<file path="src/shared/irf_params.svh">
// Constants of the interrupt request flag block: offsets, bit positions, reset values.
// Assumes inclusion by bare name from any file that needs them.
`ifndef IRF_PARAMS_SVH
`define IRF_PARAMS_SVH

`define IRF_ADDR_W 3
`define IRF_EXT_COUNT 4

`define IRF_OFS_FLAGS_PRI 3'h0
`define IRF_OFS_FLAGS_SEC 3'h1
`define IRF_OFS_EN_PRI 3'h2
`define IRF_OFS_EN_SEC 3'h3
`define IRF_OFS_CLR_PRI 3'h4
`define IRF_OFS_CLR_SEC 3'h5

`define IRF_BIT_DIRECT 7
`define IRF_BIT_CLOCK 6
`define IRF_BIT_WAKE_EN 5
`define IRF_BIT_TIMER 5
`define IRF_EXT_LSB 0

`define IRF_FLAG_RESET 1'b0
`define IRF_ENABLE_RESET 1'b0
`define IRF_PRI_RSVD_ONES 8'h30
`define IRF_ENP_RSVD_ONES 8'h10
`define IRF_SEC_RSVD_ONES 8'h1f
`define IRF_READ_IDLE 8'h00

`endif

</file>
<file path="src/shared/irf_pkg.sv">
// Types shared by the interrupt request flag block.
// Assumes the constants header is compiled alongside.
package irf_pkg;
  typedef logic [7:0] irf_byte_t;
  typedef logic [2:0] irf_addr_t;
  typedef enum logic [2:0] {
    IRF_SEL_NONE,
    IRF_SEL_FLAGS_PRI,
    IRF_SEL_FLAGS_SEC,
    IRF_SEL_EN_PRI,
    IRF_SEL_EN_SEC,
    IRF_SEL_CLR_PRI,
    IRF_SEL_CLR_SEC
  } irf_sel_t;
endpackage

</file>
<file path="src/design/irf_top.sv">
// Interrupt request flag block: two flag registers, their enables and the request outputs.
// Assumes event inputs are one-cycle pulses and pins are synchronous to the clock.
//
// Overview of operation
// - The direct-transition flag at bit 7 of the primary flags sets when a sleep makes a direct transition while direct_transition_on is 1.
// - Every request flag clears when software writes 0 to it, and all flags reset to 0.
// - The clock overflow flag at bit 6 of the primary flags sets whenever the real-time-clock counter overflows.
// - Each external request flag at bits 3 to 0 sets when its pin is armed for interrupts and its selected edge is seen.
// - Bits 5 and 4 of the primary flags always read 1.
// - The timer overflow flag at bit 5 of the secondary flags sets whenever its timer overflows.
// - Bits 7 and 6 of the secondary flags read 0 and bits 4 to 0 read 1.
// - A request reaches the CPU only while its flag and the enable bit at the same position are both 1.
`timescale 1ns/1ps
`default_nettype none
`include "irf_params.svh"
module irf_top (
  input wire logic clock,
  input wire logic reset_n,
  input wire irf_pkg::irf_addr_t regAddr,
  input wire irf_pkg::irf_byte_t regWrData,
  input wire logic regWrite,
  input wire logic regRead,
  output irf_pkg::irf_byte_t regRdData,
  input wire logic sleepDirect,
  input wire logic directTransitionOn,
  input wire logic rtcOverflow,
  input wire logic timerOverflow,
  input wire logic [`IRF_EXT_COUNT-1:0] extRequestPin,
  input wire logic [`IRF_EXT_COUNT-1:0] extPinIrqMode,
  input wire logic [`IRF_EXT_COUNT-1:0] extEdgeRise,
  output logic reqDirectTransition,
  output logic reqClockOverflow,
  output logic [`IRF_EXT_COUNT-1:0] reqExt,
  output logic reqTimerOverflow,
  output logic wakeupEnable,
  output logic irq
);
  logic rstMeta_r;
  logic rstSync_r;
  logic resetSyncN;
  irf_pkg::irf_sel_t sel;
  logic wrFlagsPri;
  logic wrFlagsSec;
  logic wrEnPri;
  logic wrEnSec;
  logic wrClrPri;
  logic wrClrSec;
  logic setDirect;
  logic clrDirect;
  logic clrClock;
  logic clrTimer;
  logic [`IRF_EXT_COUNT-1:0] extEdgeSeen;
  logic [`IRF_EXT_COUNT-1:0] clrExt;
  logic flagDirect;
  logic flagClock;
  logic flagTimer;
  logic [`IRF_EXT_COUNT-1:0] flagExt;
  logic enDirect_r;
  logic enClock_r;
  logic enWake_r;
  logic enTimer_r;
  logic [`IRF_EXT_COUNT-1:0] enExt_r;
  irf_pkg::irf_byte_t flagsPri;
  irf_pkg::irf_byte_t flagsSec;
  irf_pkg::irf_byte_t enPri;
  irf_pkg::irf_byte_t enSec;
  irf_pkg::irf_byte_t regRdData_nxt;

  // The reset is applied at once but released through two flops to avoid a ragged release.
  always_ff @(posedge clock or negedge reset_n) begin
    if (!reset_n) begin
      rstMeta_r <= 1'b0;
      rstSync_r <= 1'b0;
    end else begin
      rstMeta_r <= 1'b1;
      rstSync_r <= rstMeta_r;
    end
  end
  assign resetSyncN = rstSync_r;

  always_comb begin
    case (regAddr)
      `IRF_OFS_FLAGS_PRI: sel = irf_pkg::IRF_SEL_FLAGS_PRI;
      `IRF_OFS_FLAGS_SEC: sel = irf_pkg::IRF_SEL_FLAGS_SEC;
      `IRF_OFS_EN_PRI: sel = irf_pkg::IRF_SEL_EN_PRI;
      `IRF_OFS_EN_SEC: sel = irf_pkg::IRF_SEL_EN_SEC;
      `IRF_OFS_CLR_PRI: sel = irf_pkg::IRF_SEL_CLR_PRI;
      `IRF_OFS_CLR_SEC: sel = irf_pkg::IRF_SEL_CLR_SEC;
      default: sel = irf_pkg::IRF_SEL_NONE;
    endcase
  end

  assign wrFlagsPri = regWrite && (sel == irf_pkg::IRF_SEL_FLAGS_PRI);
  assign wrFlagsSec = regWrite && (sel == irf_pkg::IRF_SEL_FLAGS_SEC);
  assign wrEnPri = regWrite && (sel == irf_pkg::IRF_SEL_EN_PRI);
  assign wrEnSec = regWrite && (sel == irf_pkg::IRF_SEL_EN_SEC);
  assign wrClrPri = regWrite && (sel == irf_pkg::IRF_SEL_CLR_PRI);
  assign wrClrSec = regWrite && (sel == irf_pkg::IRF_SEL_CLR_SEC);

  // Only a direct transition with the feature switched on counts as an event.
  assign setDirect = sleepDirect && directTransitionOn;

  // A 0 written to a flag clears it, a 1 leaves it alone; the clear register clears on 1.
  assign clrDirect = (wrFlagsPri && !regWrData[`IRF_BIT_DIRECT]) || (wrClrPri && regWrData[`IRF_BIT_DIRECT]);
  assign clrClock = (wrFlagsPri && !regWrData[`IRF_BIT_CLOCK]) || (wrClrPri && regWrData[`IRF_BIT_CLOCK]);
  assign clrTimer = (wrFlagsSec && !regWrData[`IRF_BIT_TIMER]) || (wrClrSec && regWrData[`IRF_BIT_TIMER]);
  assign clrExt = ({`IRF_EXT_COUNT{wrFlagsPri}} & ~regWrData[`IRF_EXT_COUNT-1:`IRF_EXT_LSB])
    | ({`IRF_EXT_COUNT{wrClrPri}} & regWrData[`IRF_EXT_COUNT-1:`IRF_EXT_LSB]);

  // Pins not armed for interrupts never raise a flag.
  irf_edge_detect #(
    .WIDTH(`IRF_EXT_COUNT)
  ) u_edge (
    .clock(clock),
    .resetSyncN(resetSyncN),
    .pinLevel(extRequestPin),
    .riseSelect(extEdgeRise),
    .armed(extPinIrqMode),
    .edgeSeen(extEdgeSeen)
  );

  // Each cell lets its set win over a colliding clear, so no request is lost.
  irf_flag_bit u_flag_direct (
    .clock(clock),
    .resetSyncN(resetSyncN),
    .setEvent(setDirect),
    .clearEvent(clrDirect),
    .flag(flagDirect)
  );

  // The clock overflow pulse sets its flag directly.
  irf_flag_bit u_flag_clock (
    .clock(clock),
    .resetSyncN(resetSyncN),
    .setEvent(rtcOverflow),
    .clearEvent(clrClock),
    .flag(flagClock)
  );

  // The timer overflow pulse sets its flag directly.
  irf_flag_bit u_flag_timer (
    .clock(clock),
    .resetSyncN(resetSyncN),
    .setEvent(timerOverflow),
    .clearEvent(clrTimer),
    .flag(flagTimer)
  );

  for (genvar i = 0; i < `IRF_EXT_COUNT; i++) begin : g_ext
    irf_flag_bit u_flag_ext (
      .clock(clock),
      .resetSyncN(resetSyncN),
      .setEvent(extEdgeSeen[i]),
      .clearEvent(clrExt[i]),
      .flag(flagExt[i])
    );
  end

  always_ff @(posedge clock or negedge resetSyncN) begin
    if (!resetSyncN) begin
      enDirect_r <= `IRF_ENABLE_RESET;
      enClock_r <= `IRF_ENABLE_RESET;
      enWake_r <= `IRF_ENABLE_RESET;
      enExt_r <= '0;
    end else if (wrEnPri) begin
      enDirect_r <= regWrData[`IRF_BIT_DIRECT];
      enClock_r <= regWrData[`IRF_BIT_CLOCK];
      enWake_r <= regWrData[`IRF_BIT_WAKE_EN];
      enExt_r <= regWrData[`IRF_EXT_COUNT-1:`IRF_EXT_LSB];
    end
  end

  always_ff @(posedge clock or negedge resetSyncN) begin
    if (!resetSyncN) begin
      enTimer_r <= `IRF_ENABLE_RESET;
    end else if (wrEnSec) begin
      enTimer_r <= regWrData[`IRF_BIT_TIMER];
    end
  end

  // Reserved bits are forced on the read path and never stored.
  always_comb begin
    flagsPri = `IRF_PRI_RSVD_ONES;
    flagsPri[`IRF_BIT_DIRECT] = flagDirect;
    flagsPri[`IRF_BIT_CLOCK] = flagClock;
    flagsPri[`IRF_EXT_COUNT-1:`IRF_EXT_LSB] = flagExt;
    flagsSec = `IRF_SEC_RSVD_ONES;
    flagsSec[`IRF_BIT_TIMER] = flagTimer;
    enPri = `IRF_ENP_RSVD_ONES;
    enPri[`IRF_BIT_DIRECT] = enDirect_r;
    enPri[`IRF_BIT_CLOCK] = enClock_r;
    enPri[`IRF_BIT_WAKE_EN] = enWake_r;
    enPri[`IRF_EXT_COUNT-1:`IRF_EXT_LSB] = enExt_r;
    enSec = `IRF_SEC_RSVD_ONES;
    enSec[`IRF_BIT_TIMER] = enTimer_r;
  end

  // The clear registers are write-only and read as zero like an unmapped address.
  always_comb begin
    case (sel)
      irf_pkg::IRF_SEL_FLAGS_PRI: regRdData_nxt = flagsPri;
      irf_pkg::IRF_SEL_FLAGS_SEC: regRdData_nxt = flagsSec;
      irf_pkg::IRF_SEL_EN_PRI: regRdData_nxt = enPri;
      irf_pkg::IRF_SEL_EN_SEC: regRdData_nxt = enSec;
      default: regRdData_nxt = `IRF_READ_IDLE;
    endcase
  end

  // Read data stand for the one cycle after the strobe only.
  always_ff @(posedge clock or negedge resetSyncN) begin
    if (!resetSyncN) begin
      regRdData <= `IRF_READ_IDLE;
    end else if (regRead) begin
      regRdData <= regRdData_nxt;
    end else begin
      regRdData <= `IRF_READ_IDLE;
    end
  end

  // Requests are gated by enables so a pending flag waits quietly until enabled.
  assign reqDirectTransition = flagDirect && enDirect_r;
  assign reqClockOverflow = flagClock && enClock_r;
  assign reqExt = flagExt & enExt_r;
  assign reqTimerOverflow = flagTimer && enTimer_r;
  assign irq = reqDirectTransition || reqClockOverflow || (|reqExt) || reqTimerOverflow;
  assign wakeupEnable = enWake_r;
endmodule
`default_nettype wire

</file>
<file path="src/design/irf_flag_bit.sv">
// One sticky request flag with a set input and a clear input.
// Assumes set and clear are single-cycle requests synchronous to the clock.
`timescale 1ns/1ps
`default_nettype none
`include "irf_params.svh"
module irf_flag_bit (
  input wire logic clock,
  input wire logic resetSyncN,
  input wire logic setEvent,
  input wire logic clearEvent,
  output logic flag
);
  // A set in the cycle of a clear must survive, so set is tested first.
  always_ff @(posedge clock or negedge resetSyncN) begin
    if (!resetSyncN) begin
      flag <= `IRF_FLAG_RESET;
    end else if (setEvent) begin
      flag <= 1'b1;
    end else if (clearEvent) begin
      flag <= 1'b0;
    end
  end
endmodule
`default_nettype wire

</file>
<file path="src/design/irf_edge_detect.sv">
// Edge detector for the external request pins with per-pin edge select and arming.
// Assumes pin levels are already synchronous to the clock.
`timescale 1ns/1ps
`default_nettype none
module irf_edge_detect #(
  parameter int WIDTH = 4
) (
  input wire logic clock,
  input wire logic resetSyncN,
  input wire logic [WIDTH-1:0] pinLevel,
  input wire logic [WIDTH-1:0] riseSelect,
  input wire logic [WIDTH-1:0] armed,
  output logic [WIDTH-1:0] edgeSeen
);
  logic [WIDTH-1:0] prev_r;
  logic primed_r;
  logic [WIDTH-1:0] rise;
  logic [WIDTH-1:0] fall;

  // The first sample after reset only primes the history, so no false edge is seen.
  always_ff @(posedge clock or negedge resetSyncN) begin
    if (!resetSyncN) begin
      prev_r <= '0;
      primed_r <= 1'b0;
    end else begin
      prev_r <= pinLevel;
      primed_r <= 1'b1;
    end
  end

  assign rise = pinLevel & ~prev_r;
  assign fall = ~pinLevel & prev_r;
  assign edgeSeen = primed_r ? (armed & ((riseSelect & rise) | (~riseSelect & fall))) : '0;
endmodule
`default_nettype wire

</file>
<file path="config.mk">
export PLATFORM = sky130hd
export DESIGN_NAME = irf_top
export DESIGN_NICKNAME = d
export VERILOG_FILES = /design/src/shared/irf_pkg.sv /design/src/design/irf_top.sv /design/src/design/irf_flag_bit.sv /design/src/design/irf_edge_detect.sv
export VERILOG_INCLUDE_DIRS = /design/src /design/src/shared
export SDC_FILE = /design/constraint.sdc
export NUM_CORES = 1
export LEC_CHECK = 0
export BUFFER_PORTS_ARGS = -buffer_cell sky130_fd_sc_hd__buf_2
export CAP_MARGIN = 25
export CELL_PAD_IN_SITES_DETAIL_PLACEMENT = 2
export CELL_PAD_IN_SITES_GLOBAL_PLACEMENT = 2
export CORE_MARGIN = 2
export CORE_UTILIZATION = 30
export CTS_CLUSTER_SIZE = 28
export DETAILED_ROUTE_END_ITERATION = 7
export GPL_TIMING_DRIVEN = 1
export PLACE_DENSITY = 0.85
export REMOVE_ABC_BUFFERS = 1
export SYNTH_ARGS = -nofsm -noshare
export SYNTH_HDL_FRONTEND = slang
export SYNTH_SLANG_ARGS = --single-unit
</file>
<file path="constraint.sdc">
create_clock -name clock -period 1.66 [get_ports clock]
set_input_delay 0.083 -clock clock [delete_from_list [all_inputs] [get_ports clock]]
set_output_delay 0.083 -clock clock [all_outputs]
set_load 0.05 [all_outputs]
</file>
[Word level (Yosys, flattened, before mapping)]
Cells that the tools add are included.
Word-level totals
  logic and storage cells: 94
  register bits: 30
  bits of input ports: 31
Operators by class
  muxes and demuxes: 18
  bitwise logic cells: 14
  reduce and logical (&&, ||, !) cells: 34
  eq/ne operators: 11
Operators by type and width (count)
  $and 4x4->4: 8
  $pmux 8 s4: 1
  $pmux 3 s6: 1
  $logic_and 1x1->1: 16
  $not 4->4: 4
  $eq 3x3->1 const B: 5
  $mux 1: 14
  $reduce_bool 2->1: 7
  $eq 3x2->1 const B: 4
  $mux 8: 1
  $or 4x4->4: 2
  $eq 3x1->1 const B: 2
  $logic_or 1x1->1: 6
  $mux 4: 1
  $reduce_or 4->1: 1
  $logic_not 1->1: 3
  $logic_not 3->1: 1

[Logic depth before layout (Yosys ltp)]
  depth after elaboration: 8
  mapped depth: 4
  depth with buffers taken out: 3

[By module]
Synthesis repeated with hierarchy kept, for this count alone.
Second synthesis, totals
  cell total of the unflattened synthesis: 121
  area, all modules: 1392.6 µm²
Modules (own cells, without submodules)
  irf_top: area each 909.6 µm², cells an instance 78, instances 1
  irf_flag_bit: area each 36.3 µm², cells an instance 3, instances 7
  irf_edge_detect: area each 229.0 µm², cells an instance 22, instances 1

[Worst setup path after synthesis]
Ideal clock, no wire load.
  path kind: reg2out
  from: register enDirect_r
  to: output port irq
  data required time: 1.577 ns
  data arrival time: 1.886 ns
  buffers on the path: 0
  slack: -0.309 ns
  cell stages (with the launch flop): 4
  cell sequence: dfrtp_1 and2_1 or4_1 or4_1
Between the ends
  cells in the longest elaborated chain, start to end: 4
RTL lines
  start: declaration: line irf_top.sv:58  | logic enDirect_r;
  start signal: assignment: line irf_top.sv:161  | enDirect_r <= `IRF_ENABLE_RESET;
  start signal: assignment: line irf_top.sv:166  | enDirect_r <= regWrData[`IRF_BIT_DIRECT];
  $logic_and 1x1->1: line irf_top.sv:221  | assign reqDirectTransition = flagDirect && enDirect_r;
  named net reqDirectTransition: line irf_top.sv:31  | output logic reqDirectTransition,
  $logic_or 1x1->1 (3 in a row): line irf_top.sv:225  | assign irq = reqDirectTransition || reqClockOverflow || (|reqExt) || reqTimerOverflow;
  end: declaration: line irf_top.sv:36  | output logic irq
The timed path passes the listed nets, and every way through them passes these cells.

[Worst setup path after layout]
  from: register enExt_r[1]
  to: output port irq
Between the ends
  cells in the longest elaborated chain, start to end: 4
RTL lines
  start: declaration: line irf_top.sv:62  | logic [`IRF_EXT_COUNT-1:0] enExt_r;
  start signal: assignment: line irf_top.sv:169  | enExt_r <= regWrData[`IRF_EXT_COUNT-1:`IRF_EXT_LSB];
  $and 4x4->4: line irf_top.sv:223  | assign reqExt = flagExt & enExt_r;
  $reduce_or 4->1: line irf_top.sv:225
  $logic_or 1x1->1 (2 in a row): line irf_top.sv:225
Every way passes these cells.

==> results.sh <==
export IMPL_status="finished with violations"
export IMPL_violations="setup timing"
export IMPL_place_ws_ns=-0.112
export IMPL_syn_avg_cell_area_um2=11.9
export IMPL_seq_area_um2=751
export IMPL_postSynth_asyncResetShare_pct=100
export IMPL_fin_crit_ns=2.07
export IMPL_cts_tree="built"
export IMPL_rrSetupSlack_ns=0.35
export IMPL_synth_most_common_cell="dfrtp_1"
export IMPL_crit_path_max_fanout=2
export IMPL_tightest_slew_ns=0.518
export IMPL_yosysSeqAreaShare_pct=57.1
export IMPL_synth_flop_cell="dfrtp_1"
export IMPL_synth_cell_type_count=26
export IMPL_drive_gt1_share_pct=40.5
export IMPL_fmax_mhz=484
export IMPL_synth_largest_area_cell="dfrtp_1"
export IMPL_wirelength_um=5050
export IMPL_cts_root_buf="clkbuf_8"
export IMPL_rows=24
export IMPL_dp_hpwl_um=3180
export IMPL_stdcell_count=237
export IMPL_cts_sinks=30
export IMPL_skew_ns=0.0126
export IMPL_antenna_found_initial=0
export IMPL_fp_coreArea_um2=4290
export IMPL_netlist_instances=110
export IMPL_vias_per_cell=5.01
export IMPL_gp_congestion=0.816
export IMPL_multiInputGateArea_um2=551
export IMPL_vdd_drop_max_uv=491
export IMPL_critPathRequiredTime_ns=1.58
export IMPL_path_clk_slew_ns=0.08
export IMPL_yosysWarnings=0
export IMPL_finalHoldViolations=0
export IMPL_p_per_area_nw_per_um2=1180
export IMPL_hold_depth=2
export IMPL_num_vias=1187
export IMPL_grt_setup_unrepaired="true"
export IMPL_min_path_type="primary input to flip-flop"
export IMPL_setup_violations=1
export IMPL_route_detailed_drc=0
export IMPL_critPathArrivalTime_ns=1.98
export IMPL_antenna_cells=0
export IMPL_area_growth_pct=45.1
export IMPL_cts_htree_levels=2
export IMPL_n_fill_cell=466
export IMPL_start_kind="flip-flop"
export IMPL_maxCapViolations=0
export IMPL_synth_edf_count=0
export IMPL_synth_area_um2=1310
export IMPL_synth_top_area_share_pct=57.1
export IMPL_first_pass_iters=4
export IMPL_leakagePower_nw=0.916
export IMPL_ant_nets=0
export IMPL_grt_first_pass_wirelength_um=7800
export IMPL_slew_headroom_pct=65.0
export IMPL_globalRoute_totalOverflow=0
export IMPL_clk_latency_ns=0.30
export IMPL_wl_per_cell_um=21.3
export IMPL_io_pins=48
export IMPL_cts_inserted_buffers=5
export IMPL_synthTopCellsByArea="dfrtp_1 57%, mux2_1 6.9%, xnor2_1 4.7%, a32o_1 3.0%, a211oi_1 2.9%"
export IMPL_end_kind="output pin"
export IMPL_dr_first_iter_drc_count=62
export IMPL_period_share_pct=124
export IMPL_grtUsageTotal_pct=21.7
export IMPL_fin_ws_ns=-0.407
export IMPL_io_buffers=46
export IMPL_start_util_pct=30.6
export IMPL_worstSetupPathType="flip-flop to output pin"
export IMPL_die_w_um=70.2
export IMPL_design_die_area_um2=4920
export IMPL_ys_seq_elements=30
export IMPL_synth_commonest_cells="30 x dfrtp_1, 9 x nand2_1, 8 x mux2_1"
export IMPL_grt_start_max_net_pins=29
export IMPL_die_y_um=70.2
export IMPL_drv_slew=0
export IMPL_nNetsFinal=215
export IMPL_grt_pass1_vias=1383
export IMPL_clockBufferDepth=2
export IMPL_r2r_cells=5
export IMPL_place_inst=218
final timing paths:
| path | startpoint | to |
|---|---|---|
| max reg2reg | g_ext[1].u_flag_ext.flag$_DFFE_PN0P_ | regRdData[1]$_DFF_PN0_ |
| min | regWrData[7] | enDirect_r$_DFFE_PN0P_ |
| min reg2reg | resetSyncN$_DFF_PN0_ | enExt_r[2]$_DFFE_PN0P_ |
| max | enExt_r[1]$_DFFE_PN0P_ | irq |
| min in group asynchronous | reset_n | rstMeta_r$_DFF_PN0_ |
| max in group asynchronous | resetSyncN$_DFF_PN0_ | u_flag_direct.flag$_DFFE_PN0P_ |
cells by family (layout without fill, tap and decap cells):
logic type / count (synthesis) / in the layout / share of synthesized area [%]
DFF: 30 / 30 / 57.1
other: 1 / 2 / 0.285
muxes: 11 / 11 / 9.14
AOI/OAI and AO/OA: 16 / 16 / 9.52
xor gates and xnor gates: 7 / 7 / 4.67
and+or+nand+nor: 39 / 39 / 17.2
buffers and inverters: 6 / 80 / 2.00
state kept, by name (all words and copies together), names as in the netlist:
name and flops:
regRdData 8, enExt_r 4, g_ext.u_flag_ext.flag 4, u_edge.prev_r 4
enClock_r 1, enDirect_r 1, enTimer_r 1, resetSyncN 1
rstMeta_r 1, u_edge.primed_r 1, u_flag_clock.flag 1, u_flag_direct.flag 1
u_flag_timer.flag 1, wakeupEnable 1
cells in the final DEF, fill, tap and decap left out, types with 3 or more instances in the layout:
master         count
a211oi_1           5
a32o_1             4
and2_1             5
buf_2             45
buf_4             18
clkbuf_8           6
dfrtp_1           30
dlygate4sd3_1      7
mux2_1             8
mux2i_1            3
nand2_1            9
nand2b_1           5
nor2_1             4
nor2b_1            4
o22ai_1            3
xnor2_1            7
cell type report:
cell class	count	area share [%]
Clock inverter	1	0.262
Timing Repair Buffer	71	23.4
Inverter	1	0.197
Clock buffer	7	4.53
Multi-Input combinational cell	75	28.9
Tap cell	52	3.41
Sequential cell	30	39.4
critical path, cell delays in order, from the launching register on:
cell     delay, ns
dfrtp_1       0.41
and2_4        0.15
or4_4         0.52
or4_4         0.44
buf_8         0.17
routing by layer:
layer / vias up / part of all wire (%) / global-route usage [%] / wire length (um)
met2: 44 / 53 / 39.6 / 2680
met1: 602 / 40 / 24.1 / 2030
met3: 9 / 4.0 / 5.05 / 200
met4: 0 / 2.7 / 8.97 / 136
met5: - / 0 / 0 / 0
li1: 532 / - / - / -
stage by stage:
stage                     total power [mW]  instance area (um2)  utilization [%]  TNS, ns  hold slack [ns]
after floorplan                       1.27                 1290                -   -0.309           -0.213
after global placement                1.48                 1700             39.5   -0.104           -0.131
after detailed placement              1.52                 1700             39.5   -0.112           -0.129
after CTS                             2.24                 1890             44.1   -0.410           0.0389
after global routing                  2.35                 1910             44.4   -0.442           0.0474
final                                 2.25                 1910             44.4   -0.407           0.0429
repair_timing:
item                       4_1_cts  5_1_grt
hold buffers                     7        0
hold endpoints to repair         8        0
cloned                           0        0
gates resized for setup          6        0
setup endpoints to repair        1        1
setup buffers                    2        2
power breakdown:
group          internal (mW)  switching (mW)  total, mW
clock                  0.334           0.303      0.638
sequential             0.822          0.0716      0.894
combinational          0.285           0.434      0.719
Note: power is estimated with default switching activity, not from simulation.
